File: config.mk
export PLATFORM = sky130hd
export DESIGN_NAME = secs_top
export DESIGN_NICKNAME = d
export VERILOG_FILES = /design/src/rtl/secs_pkg.sv /design/src/rtl/secs_top.sv /design/src/rtl/secs_shifter.sv /design/src/rtl/secs_protect.sv
export SDC_FILE = /design/constraint.sdc
export NUM_CORES = 1
export LEC_CHECK = 0
export ABC_AREA = 1
export BUFFER_PORTS_ARGS = -buffer_cell sky130_fd_sc_hd__buf_2
export CORE_MARGIN = 3
export CORE_UTILIZATION = 65
export CTS_BUF_LIST = sky130_fd_sc_hd__clkbuf_2
export CTS_CLUSTER_DIAMETER = 150
export CTS_CLUSTER_SIZE = 40
export DETAILED_ROUTE_END_ITERATION = 10
export GPL_TIMING_DRIVEN = 0
export PLACE_DENSITY_LB_ADDON = 0.05
export SYNTH_ARGS = -nofsm -noshare
export SYNTH_HDL_FRONTEND = slang
export SYNTH_SLANG_ARGS = --single-unit
export TNS_END_PERCENT = 100
File: constraint.sdc
create_clock -name core_clk -period 4.5 [get_ports core_clk]
set_clock_uncertainty 0.05 [all_clocks]
set_input_delay 0.9 -clock core_clk [delete_from_list [all_inputs] [get_ports core_clk]]
set_output_delay 0.9 -clock core_clk [all_outputs]
set_load 0.01 [all_outputs]
File: src/rtl/secs_pkg.sv
package secs_pkg;

	////////////////////////////////////////////////////////////////////////
	// timing
	localparam int CORE_CLK_NS = 25;
	// internal write cycle time; plain default, shorten through the top parameter
	localparam int WC_TIME_NS = 5000000;
	localparam int WC_CYCLES = (WC_TIME_NS + CORE_CLK_NS - 1) / CORE_CLK_NS;

	////////////////////////////////////////////////////////////////////////
	// framing and addressing
	localparam int BYTE_BITS = 8;
	localparam int ADDR_W_MAX = 9;
	localparam int ARRAY_ADDR_BITS = 9;
	localparam int OP_ADDR_BIT = 3;
	localparam logic [2:0] BIT_LAST = 3'h7;
	localparam logic [2:0] PAGE_STEP = 3'h1;

	////////////////////////////////////////////////////////////////////////
	// opcodes: upper nibble zero, bit 3 free, low three bits select
	localparam logic [3:0] OP_ZERO_NIBBLE = 4'h0;
	localparam logic [2:0] OP_SET_LATCH = 3'h6;
	localparam logic [2:0] OP_CLEAR_LATCH = 3'h4;
	localparam logic [2:0] OP_STATUS_READ = 3'h5;
	localparam logic [2:0] OP_STATUS_WRITE = 3'h1;
	localparam logic [2:0] OP_ARRAY_READ = 3'h3;
	localparam logic [2:0] OP_ARRAY_WRITE = 3'h2;

	////////////////////////////////////////////////////////////////////////
	// status field positions and reset values
	localparam int STAT_BP_LSB = 2;
	localparam int STAT_BP_MSB = 3;
	localparam logic [1:0] BP_NONE = 2'h0;
	localparam logic [1:0] BP_QUARTER = 2'h1;
	localparam logic [1:0] BP_HALF = 2'h2;
	localparam logic [1:0] BP_ALL = 2'h3;
	localparam logic [1:0] BP_FACTORY = BP_NONE;
	localparam logic LATCH_RESET = 1'h0;
	localparam logic BUSY_RESET = 1'h0;

	typedef struct packed {
		logic [3:0] reserved_nibble;
		logic block_protect_hi;
		logic block_protect_lo;
		logic write_enable_latch;
		logic busy_flag;
	} secs_status_s;

	typedef struct packed {
		logic [ADDR_W_MAX-1:0] addr;
		logic [BYTE_BITS-1:0] data;
	} secs_array_req_s;

	typedef enum logic [7:0] {
		ST_IDLE = 8'h01,
		ST_OPCODE = 8'h02,
		ST_ADDR = 8'h04,
		ST_RDATA = 8'h08,
		ST_WDATA = 8'h10,
		ST_STAT_TX = 8'h20,
		ST_STAT_WR = 8'h40,
		ST_IGNORE = 8'h80
	} secs_state_e;

endpackage

File: src/rtl/secs_top.sv
`timescale 1ns/100ps
module secs_top
	import secs_pkg::*;
#(
	parameter int ADDR_BITS = ARRAY_ADDR_BITS,
	parameter int WC_COUNT = WC_CYCLES
) (
	input wire logic core_clk,
	input wire logic rst_n,
	input wire logic cs_n,
	input wire logic sck,
	input wire logic si,
	input wire logic wp_n,
	output logic so,
	output logic so_oe,
	input wire logic [1:0] nv_bp_in,
	input wire logic nv_bp_valid,
	output logic [1:0] nv_bp_out,
	output logic nv_bp_we,
	output logic rd_req,
	output logic [ADDR_W_MAX-1:0] rd_addr,
	input wire logic [BYTE_BITS-1:0] rd_data,
	output logic wr_req,
	output secs_array_req_s wr_stage,
	output logic wr_commit,
	output secs_status_s status_out
);

	localparam int WC_W = $clog2(WC_COUNT + 1);
	localparam logic [WC_W-1:0] WC_LOAD = WC_W'(WC_COUNT - 1);
	localparam logic [WC_W-1:0] WC_ONE = WC_W'(1);
	localparam logic [ADDR_W_MAX-1:0] ADDR_MASK = ADDR_W_MAX'((1 << ADDR_BITS) - 1);
	localparam logic [ADDR_W_MAX-1:0] ADDR_ONE = ADDR_W_MAX'(1);

	if (ADDR_BITS < 7 || ADDR_BITS > ADDR_W_MAX) begin : g_bad_addr
		$error("ADDR_BITS must be 7, 8 or 9");
	end
	if (WC_COUNT < 1) begin : g_bad_wc
		$error("WC_COUNT must be at least one");
	end

	function automatic logic op_is(input logic [7:0] b, input logic [2:0] low);
		return (b[7:4] == OP_ZERO_NIBBLE) && (b[2:0] == low);
	endfunction

	////////////////////////////////////////////////////////////////////////
	// pin edges

	logic cs_q;
	logic sck_q;
	logic cs_fall;
	logic cs_rise;
	logic sck_rise;
	logic sck_fall;

	always_ff @(posedge core_clk) begin
		if (!rst_n) begin
			cs_q <= 1'b1;
			sck_q <= 1'b0;
		end else begin
			cs_q <= cs_n;
			sck_q <= sck;
		end
	end

	assign cs_fall = cs_q & ~cs_n;
	assign cs_rise = ~cs_q & cs_n;
	assign sck_rise = sck & ~sck_q & ~cs_n;
	assign sck_fall = ~sck & sck_q & ~cs_n;

	////////////////////////////////////////////////////////////////////////
	// serial shifter

	logic [BYTE_BITS-1:0] rx_byte;
	logic rx_done;
	logic [2:0] bit_cnt;
	logic load;
	logic [BYTE_BITS-1:0] load_data;
	logic so_bit;

	// a select fall also restarts the bit count, which doubles as soft reset
	secs_shifter #(
		.DATA_BITS(BYTE_BITS)
	) u_shift (
		.core_clk(core_clk),
		.rst_n(rst_n),
		.clear(cs_n | cs_fall),
		.rise(sck_rise),
		.fall(sck_fall),
		.si(si),
		.load(load),
		.load_data(load_data),
		.rx_byte(rx_byte),
		.rx_done(rx_done),
		.bit_cnt(bit_cnt),
		.so_bit(so_bit)
	);

	////////////////////////////////////////////////////////////////////////
	// opcode decode

	secs_state_e state_reg;
	logic wr_mode_reg;
	logic latch_reg;
	logic busy_reg;
	logic [1:0] bp_reg;
	logic opc_take;
	logic is_set;
	logic is_clr;
	logic is_srd;
	logic is_swr;
	logic is_ard;
	logic is_awr;
	logic wr_ok;
	logic acc_srd;
	logic acc_set;
	logic acc_clr;
	logic acc_swr;
	logic acc_arr;

	assign opc_take = rx_done && !cs_n && (state_reg == ST_OPCODE);
	assign is_set = op_is(rx_byte, OP_SET_LATCH);
	assign is_clr = op_is(rx_byte, OP_CLEAR_LATCH);
	assign is_srd = op_is(rx_byte, OP_STATUS_READ);
	assign is_swr = op_is(rx_byte, OP_STATUS_WRITE);
	assign is_ard = op_is(rx_byte, OP_ARRAY_READ);
	assign is_awr = op_is(rx_byte, OP_ARRAY_WRITE);
	assign wr_ok = latch_reg & wp_n;

	assign acc_srd = opc_take & is_srd;
	assign acc_set = opc_take & is_set & ~busy_reg;
	assign acc_clr = opc_take & is_clr & ~busy_reg;
	assign acc_swr = opc_take & is_swr & ~busy_reg & wr_ok;
	assign acc_arr = opc_take & ~busy_reg & (is_ard | (is_awr & wr_ok));

	////////////////////////////////////////////////////////////////////////
	// sequence state

	always_ff @(posedge core_clk) begin
		if (!rst_n || cs_n) begin
			state_reg <= ST_IDLE;
		end else if (cs_fall) begin
			state_reg <= ST_OPCODE;
		end else begin
			case (state_reg)
				ST_OPCODE: begin
					if (acc_srd) begin
						state_reg <= ST_STAT_TX;
					end else if (acc_swr) begin
						state_reg <= ST_STAT_WR;
					end else if (acc_arr) begin
						state_reg <= ST_ADDR;
					end else if (rx_done) begin
						state_reg <= ST_IGNORE;
					end
				end
				ST_ADDR: begin
					if (rx_done) begin
						state_reg <= wr_mode_reg ? ST_WDATA : ST_RDATA;
					end
				end
				ST_STAT_WR: begin
					if (rx_done) begin
						state_reg <= ST_IGNORE;
					end
				end
				default: state_reg <= state_reg;
			endcase
		end
	end

	////////////////////////////////////////////////////////////////////////
	// address counter and array requests

	logic addr_hi_reg;
	logic [ADDR_W_MAX-1:0] addr_reg;
	logic addr_locked;
	logic rd_load_q;
	logic any_wr_reg;

	secs_protect #(
		.ADDR_BITS(ADDR_BITS)
	) u_prot (
		.level(bp_reg),
		.addr(addr_reg),
		.is_locked(addr_locked)
	);

	// opcode bit 3 as address msb
	always_ff @(posedge core_clk) begin
		if (!rst_n) begin
			wr_mode_reg <= 1'b0;
			addr_hi_reg <= 1'b0;
			addr_reg <= '0;
		end else if (acc_arr) begin
			wr_mode_reg <= is_awr;
			addr_hi_reg <= rx_byte[OP_ADDR_BIT];
		end else if (rx_done && state_reg == ST_ADDR) begin
			// smaller densities simply mask the extra bits away
			addr_reg <= {addr_hi_reg, rx_byte} & ADDR_MASK;
		end else if (rx_done && state_reg == ST_RDATA) begin
			addr_reg <= (addr_reg + ADDR_ONE) & ADDR_MASK;
		end else if (rx_done && state_reg == ST_WDATA) begin
			// page writes wrap inside the row
			addr_reg[2:0] <= addr_reg[2:0] + PAGE_STEP;
		end
	end

	// read data is taken one cycle after the request
	always_ff @(posedge core_clk) begin
		if (!rst_n) begin
			rd_req <= 1'b0;
			rd_load_q <= 1'b0;
		end else begin
			rd_req <= rx_done && !cs_n && ((state_reg == ST_ADDR && !wr_mode_reg)
				|| state_reg == ST_RDATA);
			rd_load_q <= rd_req && !cs_n;
		end
	end

	assign rd_addr = addr_reg;

	always_ff @(posedge core_clk) begin
		if (!rst_n) begin
			wr_req <= 1'b0;
			wr_stage <= '0;
		end else begin
			wr_req <= rx_done && !cs_n && state_reg == ST_WDATA && wp_n && !addr_locked;
			if (rx_done && state_reg == ST_WDATA) begin
				wr_stage <= '{addr: addr_reg, data: rx_byte};
			end
		end
	end

	always_ff @(posedge core_clk) begin
		if (!rst_n || cs_fall) begin
			any_wr_reg <= 1'b0;
		end else if (wr_req) begin
			any_wr_reg <= 1'b1;
		end
	end

	////////////////////////////////////////////////////////////////////////
	// pending effects applied at select rise

	logic set_pend_reg;
	logic sw_pend_reg;
	logic [1:0] pend_bp_reg;
	logic commit_sw;
	logic commit_arr;
	logic wc_start;
	logic wc_done;
	logic [WC_W-1:0] wc_cnt;

	always_ff @(posedge core_clk) begin
		if (!rst_n || cs_fall) begin
			set_pend_reg <= 1'b0;
			sw_pend_reg <= 1'b0;
			pend_bp_reg <= BP_NONE;
		end else if (acc_set) begin
			set_pend_reg <= 1'b1;
		end else if (rx_done && !cs_n && state_reg == ST_STAT_WR) begin
			sw_pend_reg <= 1'b1;
			pend_bp_reg <= rx_byte[STAT_BP_MSB:STAT_BP_LSB];
		end
	end

	// a rise off the byte boundary or with the pin low aborts the write
	// cycle starts at select rise
	assign commit_sw = cs_rise & sw_pend_reg & (bit_cnt == '0) & wp_n;
	assign commit_arr = cs_rise & any_wr_reg & (bit_cnt == '0) & wp_n
		& (state_reg == ST_WDATA);
	assign wc_start = commit_sw | commit_arr;
	assign wc_done = busy_reg && (wc_cnt == '0);

	always_ff @(posedge core_clk) begin
		if (!rst_n) begin
			wr_commit <= 1'b0;
			nv_bp_we <= 1'b0;
		end else begin
			wr_commit <= commit_arr;
			nv_bp_we <= commit_sw;
		end
	end

	////////////////////////////////////////////////////////////////////////
	// write cycle timer

	always_ff @(posedge core_clk) begin
		if (!rst_n) begin
			busy_reg <= BUSY_RESET;
			wc_cnt <= '0;
		end else if (wc_start) begin
			busy_reg <= 1'b1;
			wc_cnt <= WC_LOAD;
		end else if (wc_done) begin
			busy_reg <= 1'b0;
		end else if (busy_reg) begin
			wc_cnt <= wc_cnt - WC_ONE;
		end
	end

	////////////////////////////////////////////////////////////////////////
	// status bits

	always_ff @(posedge core_clk) begin
		if (!rst_n) begin
			latch_reg <= LATCH_RESET;
		end else if (acc_clr) begin
			latch_reg <= 1'b0;
		end else if (cs_rise && set_pend_reg) begin
			latch_reg <= 1'b1;
		end else if (wc_done) begin
			latch_reg <= 1'b0;
		end
	end

	// reset reloads the kept cells; a blank store means factory state
	// protect bits from nonvolatile store
	always_ff @(posedge core_clk) begin
		if (!rst_n) begin
			bp_reg <= nv_bp_valid ? nv_bp_in : BP_FACTORY;
		end else if (commit_sw) begin
			bp_reg <= pend_bp_reg;
		end
	end

	assign nv_bp_out = bp_reg;

	always_comb begin
		status_out.reserved_nibble = {4{busy_reg}};
		status_out.block_protect_hi = bp_reg[1];
		status_out.block_protect_lo = bp_reg[0];
		status_out.write_enable_latch = latch_reg;
		status_out.busy_flag = busy_reg;
	end

	////////////////////////////////////////////////////////////////////////
	// serial output

	assign load = acc_srd | (rx_done && state_reg == ST_STAT_TX) | rd_load_q;
	assign load_data = rd_load_q ? rd_data : status_out;

	assign so_oe = ~cs_n & (state_reg == ST_STAT_TX || state_reg == ST_RDATA);
	assign so = so_bit;

	////////////////////////////////////////////////////////////////////////
	// checks

	a_set_latch: assert property (
		@(posedge core_clk) disable iff (!rst_n)
		(cs_rise && set_pend_reg) |=> latch_reg)
		else $error("latch not set at select rise");

	a_opc_set: assert property (
		@(posedge core_clk) disable iff (!rst_n)
		acc_set |=> set_pend_reg)
		else $error("set request lost");

	a_clear_latch: assert property (
		@(posedge core_clk) disable iff (!rst_n)
		acc_clr |=> !latch_reg)
		else $error("latch not cleared");

	a_cycle_start: assert property (
		@(posedge core_clk) disable iff (!rst_n)
		wc_start |=> busy_reg && status_out.reserved_nibble == 4'hf)
		else $error("write cycle did not start");

	a_busy_ignore: assert property (
		@(posedge core_clk) disable iff (!rst_n)
		(opc_take && busy_reg && !is_srd) |=> state_reg == ST_IGNORE)
		else $error("command taken while busy");

	a_cycle_end: assert property (
		@(posedge core_clk) disable iff (!rst_n)
		$fell(busy_reg) |-> !latch_reg && status_out.reserved_nibble == 4'h0)
		else $error("latch still set after cycle");

	a_bp_update: assert property (
		@(posedge core_clk) disable iff (!rst_n)
		commit_sw |=> bp_reg == $past(pend_bp_reg) && nv_bp_we)
		else $error("protect bits not written");

	a_bad_opcode: assert property (
		@(posedge core_clk) disable iff (!rst_n)
		(opc_take && !(is_set || is_clr || is_srd || is_swr || is_ard || is_awr))
		|=> state_reg == ST_IGNORE && !so_oe)
		else $error("bad opcode not ignored");

	a_write_gate: assert property (
		@(posedge core_clk) disable iff (!rst_n)
		wr_req |-> latch_reg && $past(wp_n))
		else $error("array write without enable");

	a_no_locked: assert property (
		@(posedge core_clk) disable iff (!rst_n)
		wr_req |-> !$past(addr_locked))
		else $error("write into locked range");

	a_status_load: assert property (
		@(posedge core_clk) disable iff (!rst_n)
		acc_srd |-> load && load_data == status_out)
		else $error("status not loaded");

endmodule

File: src/rtl/secs_shifter.sv
`timescale 1ns/100ps
module secs_shifter
	import secs_pkg::*;
#(
	parameter int DATA_BITS = BYTE_BITS
) (
	input wire logic core_clk,
	input wire logic rst_n,
	input wire logic clear,
	input wire logic rise,
	input wire logic fall,
	input wire logic si,
	input wire logic load,
	input wire logic [DATA_BITS-1:0] load_data,
	output logic [DATA_BITS-1:0] rx_byte,
	output logic rx_done,
	output logic [$clog2(DATA_BITS)-1:0] bit_cnt,
	output logic so_bit
);

	localparam int CNT_W = $clog2(DATA_BITS);
	localparam logic [CNT_W-1:0] CNT_LAST = CNT_W'(DATA_BITS - 1);
	localparam logic [CNT_W-1:0] CNT_ONE = CNT_W'(1);

	if (DATA_BITS < 2 || (1 << CNT_W) != DATA_BITS) begin : g_bad_width
		$error("DATA_BITS must be a power of two");
	end

	logic [DATA_BITS-1:0] sr_reg;
	logic [DATA_BITS-1:0] tx_reg;

	////////////////////////////////////////////////////////////////////////
	// receive side; counter wraps on its own at the byte boundary
	// msb first capture
	always_ff @(posedge core_clk) begin
		if (!rst_n || clear) begin
			sr_reg <= '0;
			bit_cnt <= '0;
		end else if (rise) begin
			sr_reg <= {sr_reg[DATA_BITS-2:0], si};
			bit_cnt <= bit_cnt + CNT_ONE;
		end
	end

	always_ff @(posedge core_clk) begin
		if (!rst_n) begin
			rx_byte <= '0;
			rx_done <= 1'b0;
		end else begin
			rx_done <= rise && !clear && (bit_cnt == CNT_LAST);
			if (rise && !clear && (bit_cnt == CNT_LAST)) begin
				rx_byte <= {sr_reg[DATA_BITS-2:0], si};
			end
		end
	end

	////////////////////////////////////////////////////////////////////////
	// transmit side; a load in the same cycle as a falling edge wins,
	// so the master must leave the clock phases long enough
	// msb first output
	always_ff @(posedge core_clk) begin
		if (!rst_n) begin
			tx_reg <= '0;
			so_bit <= 1'b0;
		end else if (load) begin
			tx_reg <= load_data;
		end else if (fall) begin
			so_bit <= tx_reg[DATA_BITS-1];
			tx_reg <= {tx_reg[DATA_BITS-2:0], 1'b0};
		end
	end

endmodule

File: src/rtl/secs_protect.sv
`timescale 1ns/100ps
module secs_protect
	import secs_pkg::*;
#(
	parameter int ADDR_BITS = ARRAY_ADDR_BITS
) (
	input wire logic [1:0] level,
	input wire logic [ADDR_W_MAX-1:0] addr,
	output logic is_locked
);

	if (ADDR_BITS < 2 || ADDR_BITS > ADDR_W_MAX) begin : g_bad_addr
		$error("ADDR_BITS out of range");
	end

	// top two address bits pick the quarter, the top bit the half
	// level encoding
	always_comb begin
		case (level)
			BP_NONE: is_locked = 1'b0;
			BP_QUARTER: is_locked = addr[ADDR_BITS-1] & addr[ADDR_BITS-2];
			BP_HALF: is_locked = addr[ADDR_BITS-1];
			default: is_locked = 1'b1;
		endcase
	end

endmodule

Word level (Yosys, flattened, before mapping)
Index checks and enable logic that the tools add are counted.
{ "totals": {"input_bits": 17, "regBits": 98, "out_inout_bits": 42, "word_cells": 176} }
{ "op_classes": {"reduce_logical": 56, "n_eq_ne": 19, "mux": 25, "add_sub_neg": 4, "n_bitwise": 42} }
{ "op_table": {"columns": ["op", "n"], "rows": [
  ["$mux W8", 8],
  ["$mux W18", 3],
  ["$and A1 B1 Y1", 27],
  ["$pmux W8 S3", 1],
  ["$logic_and A1 B1 Y1", 23],
  ["$logic_not A18 Y1", 1],
  ["$sub A18 B1 Y18 const B", 1],
  ["$reduce_and A2 Y1", 8],
  ["$eq A3 B3 Y1 const B", 4],
  ["$not A1 Y1", 10],
  ["$reduce_bool A2 Y1", 5],
  ["$add A9 B1 Y9 const B", 1],
  ["$mux W9", 1],
  ["$eq A8 B2 Y1 const B", 1],
  ["$eq A8 B3 Y1 const B", 1],
  ["$eq A8 B4 Y1 const B", 1],
  ["$eq A8 B5 Y1 const B", 1],
  ["$eq A8 B6 Y1 const B", 1],
  ["$eq A8 B7 Y1 const B", 1],
  ["$mux W2", 4],
  ["$add A3 B1 Y3 const B", 2],
  ["$eq A3 B2 Y1 const B", 2],
  ["$mux W3", 2],
  ["$mux W6", 1],
  ["other kinds (18)", 36]
]} }

Logic depth before layout (Yosys ltp)
{ "depth": {"word_depth": 10, "depth_mapped": 13, "mapped_depth_nobuf": 13} }

Hierarchy
Synthesis repeated with hierarchy kept, for this count alone.
{ "hier_totals": {"cells_unflattened": 677, "hier_area_um2": 4911.0} }
{ "by_module_without_submodules": {"columns": ["module", "area_per_inst_um2", "cells_each", "n_inst", "seq_area_each_um2"], "rows": [
  ["secs_top", 3724.8, 526, 1, 1421.4],
  ["secs_shifter", 1172.4, 148, 1, 560.5],
  ["secs_protect", 13.8, 3, 1, 0.0]
]} }

Worst setup path after synthesis
No wires, ideal clock.
{ "synth_timing": {"path_type": "in2out", "from": "in cs_n", "to": "out so_oe", "slack_ns": 2.282, "path_stages": 2, "t_required_ns": 3.550, "path_buffers": 1, "t_arrival_ns": 1.268, "cell_sequence": "buf_2 a21oi_1"} }
{ "synth_between": {"elab_chain_len": 2} }
{ "synth_lines": {"columns": ["item", "line_no", "source"], "rows": [
  ["start, declared", "secs_top.sv:10", "input wire logic cs_n,"],
  ["$not A1 Y1", "secs_top.sv:344", "assign so_oe = ~cs_n & (state_reg == ST_STAT_TX || state_reg == ST_RDATA);"],
  ["$and A1 B1 Y1", "secs_top.sv:344", null],
  ["end, declared", "secs_top.sv:15", "output logic so_oe,"]
]} }
No other way between the ends.

Worst setup path after layout
{ "layout_timing": {"from": "reg state_reg[6]", "to": "out so_oe"} }
{ "layout_between": {"elab_chain_len": 3, "word_cells_on_any_way": 4, "cone_classes": "eq/ne: 2; bitwise: 1; reduce/logical: 1"} }
{ "layout_lines": {"columns": ["item", "line_no", "source"], "rows": [
  ["start, declared", "secs_top.sv:102", "secs_state_e state_reg;"],
  ["start signal, assigned", "secs_top.sv:159", "state_reg <= wr_mode_reg ? ST_WDATA : ST_RDATA;"],
  ["start signal, assigned", "secs_top.sv:167", "default: state_reg <= state_reg;"],
  ["$eq A8 B6 Y1 or $eq A8 B4 Y1 (tied branches)", "secs_top.sv:344", null],
  ["$logic_or A1 B1 Y1 *", "secs_top.sv:344", null],
  ["$and A1 B1 Y1 *", "secs_top.sv:344", null]
]} }
Every way passes the cells marked *; elsewhere a longest branch is shown, timed or not.

==> summary.txt <==
CLOCK TREE
----------------------------------------------------------------------------------------
CTS tree                                                                           built
Clock latency reported for the late side of the worst-skew pair                  0.57 ns
Gates resized, CTS repair                                                              0
Clock transition at the registers of the reported paths                          0.27 ns
Sink Count                                                                            98
H-tree depth reported by CTS                                                           3
Number of post-CTS setup repair buffers                                                0
Hold buffer count at cts                                                               0
Buffer type at the clock tree root                                              clkbuf_2
Total clock buffers created by CTS                                                     9
Buffer levels on the longest clock path                                                2

FLOORPLAN
----------------------------------------------------------------------------------------
Row Count                                                                             30
Number of top-level pins                                                              59
Die height                                                                  92.76 microns
Horizontal die dimension                                                    92.76 microns
Standard cell core area                                                     0.007057 sq mm
Die outline area                                                            0.008603 sq mm
Starting density of the core                                                      69.33%

SYNTH
----------------------------------------------------------------------------------------
YS warnings                                                                            0
Ranking of synthesized cells by instance count                              nand2_1 (139), dfxtp_1 (96), nor2_1 (92)
Area share of the largest cell type after synthesis                               39.28%
Post-synthesis net count                                                             705
Number of enable flip-flop cells after synthesis                                       2
Largest area contributor in the synthesized netlist                              dfxtp_1
Top post-synthesis cells by area                                            dfxtp_1 (39%), nand2_1 (11%), nor2_1 (7.1%)
Primary flip-flop cell chosen by synthesis mapping                               dfxtp_1
Cell area after synthesis                                                   0.004892 sq mm
Sequential fraction of the synthesis area                                         40.51%
Distinct cell type count of the synthesized netlist                                   40
Synthesized area per cell                                                    7.173 sq um
Synthesized instance count                                                           682
Register bit count reported by yosys                                                  98
Async S/R FF share, synth                                                             0%
Most frequent cell after synthesis                                               nand2_1

FINAL LAYOUT
----------------------------------------------------------------------------------------
Fill cell count                                                                      587
Largest Register                                                                  wc_cnt
Signed area change from the synthesized netlist to the final layout               10.23%
Number of flip-flops in the largest register                                          18
Nets@finish                                                                          773
N_diodes                                                                               0
Ratio of cells with drive above 1 in the final layout                             17.48%

TIMING
----------------------------------------------------------------------------------------
Timing-limited maximum frequency                                               364.0 MHz
Number of endpoints with negative hold slack in the final report                       0
Crit path time final                                                            2.748 ns
Final hold slack                                                               0.3962 ns
Fraction of the cycle the final worst path needs                                  61.06%
Worst Max-Slew Pin Slew                                                        0.6387 ns
Tightest slew margin relative to the limit                                        57.42%
Sum Neg Setup Slack                                                                 0 ns
Setup repair after global routing missed its margin                                   no
Worst setup margin                                                              1.752 ns
Final-report max-slew violation count                                                  0
Final setup violation count                                                            0

PWR
----------------------------------------------------------------------------------------
Power density over cell area                                                244.6 mW/mm^2
Power share of the sequential group                                                66.8%
Sw Ratio                                                                          26.25%
Part of the power in combinational logic                                            4.2%
Cell-internal power                                                             972.9 uW
Total power draw                                                                1.319 mW
Psw                                                                             346.3 uW
Max rail drop VDD                                                               231.5 uV
Leakage                                                                         2.523 nW
Proportion of power drawn by the clock network                                     29.0%

PLACED DESIGN
----------------------------------------------------------------------------------------
DP Wirelength                                                               9127 microns
DP Worst Slack                                                                  1.940 ns
Port Buffer Count                                                                     57
Final RePlAce weighted congestion                                                 0.9442

DRT
----------------------------------------------------------------------------------------
Final Routed Wirelength                                                     11980 microns
Number of search-and-repair iterations in the first detailed-routing pass              5
DRT iter0 DRCs                                                                       237
Detailed-route DRC error count                                                         0
Antenna-violating nets left                                                            0
Average detailed-routed wire length per instance                            14.08 microns
Routed via count divided by cell count                                             5.557
Via count                                                                           4729

WORST SETUP PATH
----------------------------------------------------------------------------------------
Worst EP required                                                                3.55 ns
Worst setup path class                                                      flop to output port
Reg2Reg Setup Slack                                                              2.66 ns
CP endpoint kind                                                             output port
Data arrival time of the worst path                                              1.80 ns
Endpoint of the worst-slack reg-to-reg timing path                             wc_cnt[4]
Worst flop-to-flop path startpoint                                          u_shift.bit_cnt[0]
Critical Path Start Type                                                            flop
R2R cell count                                                                        13
Maximum fanout count along the critical path                                           4

GLOBAL ROUTE
----------------------------------------------------------------------------------------
Pin count of the biggest net entering global routing                                  18
Global route total overflow                                                            0
Via count of the first global-routing pass                                          4456
Initial antenna violation count                                                        0
First-pass GRT wire length                                                  19820 microns
Overall global routing resource usage                                             28.49%

JOB
----------------------------------------------------------------------------------------
Maximum Capacitance Violations                                                         0

MIN PATH
----------------------------------------------------------------------------------------
Number of cells on the worst hold path                                                 2
Type of the worst min-delay path                                            flop to flop
Hold wc startpoint                                                                rd_req
Hold endpoint                                                                  rd_load_q

OUTCOME
----------------------------------------------------------------------------------------
Status                                                                      finished clean

cell usage in the layout (no fill, tap or decap), drive strengths merged:
cell / netlist / final
o21a: 4 / 4
a21oi: 68 / 68
xnor2: 4 / 4
o211ai: 2 / 2
o21bai: 2 / 2
nand2: 145 / 145
clkinvlp: 0 / 1
xor2: 4 / 4
dfxtp: 96 / 96
edfxtp: 2 / 2
clkbuf: 9 / 18
buf: 24 / 81
ha: 6 / 6
or2: 1 / 1
nor4b: 1 / 1
o21ai: 63 / 63
nor2: 105 / 105
nand3b: 13 / 13
nand4: 16 / 16
a31oi: 1 / 1
a32oi: 1 / 1
nand3: 34 / 34
inv: 70 / 73
clkinv: 1 / 4
nor3: 10 / 10
metrics by stage:
step / std cells / util, % / area (sq um)
detailed placement: 835 / 75.07 / 5298
CTS: 851 / 76.42 / 5393
finish: 851 / 76.42 / 5393
global placement: 835 / 75.07 / 5298
global route: 851 / 76.42 / 5393
floorplan: 682 / - / 4892
routing by layer:
layer	vias to the layer above	track usage, %	share of wire, %
met4	0	8.425	1.9
met3	25	6.093	5.1
li1	2349	-	-
met5	-	0	0
met2	140	52.87	50
met1	2215	32.60	43
logic make-up (layout without fill, tap and decap cells):
logic type	Yosys count	after routing	synth area share, %
adders and majority gates	6	6	1.534
AOI/OAI and AO/OA	141	141	15.37
buffers and inverters	104	177	9.821
DFF	98	98	40.51
xor gates and xnor gates	8	8	1.432
and+or+nand+nor	325	325	31.33
worst max path at each step:
stage	startpoint	end	depth (start not counted)	slack, ns
global route	state_reg[2]	so_oe	6	1.61
floorplan	cs_n	so_oe	2	2.28
detailed placement	cs_n	u_shift.rx_byte[7]	6	1.94
CTS	state_reg[6]	so_oe	6	1.77
global placement	cs_n	u_shift.rx_byte[7]	6	1.98
finish	state_reg[6]	so_oe	6	1.75
worst max-delay path, stage by stage (launching register included):
cell and delay, ns:
dfxtp_1 0.41, nor2_2 0.15, nand2_2 0.13, inv_2 0.08, nand3_2 0.12, a21oi_1 0.20
buf_2 0.16
final cells by class:
type / instances / area, sq um / area share [%]
multi-input cells: 480 / 2430 / 45.06
flip-flops and latches: 98 / 1982 / 36.75
repair buffers: 57 / 285.3 / 5.290
inverters: 71 / 274.0 / 5.081
plain buffers: 33 / 206.4 / 3.828
well taps: 96 / 120.1 / 2.227
clock inverters: 7 / 50.05 / 0.9281
clock buffers: 9 / 45.04 / 0.8353
power groups by stage:
stage / sequential, mW / clock (mW) / combinational, mW
after floorplan: 0.897 / 0 / 0.0320
after global placement: 0.897 / 0 / 0.0535
after detailed placement: 0.897 / 0 / 0.0548
after CTS: 0.881 / 0.387 / 0.0551
after global routing: 0.883 / 0.418 / 0.0614
final: 0.881 / 0.382 / 0.0557
(Power assumes the default switching activity.)
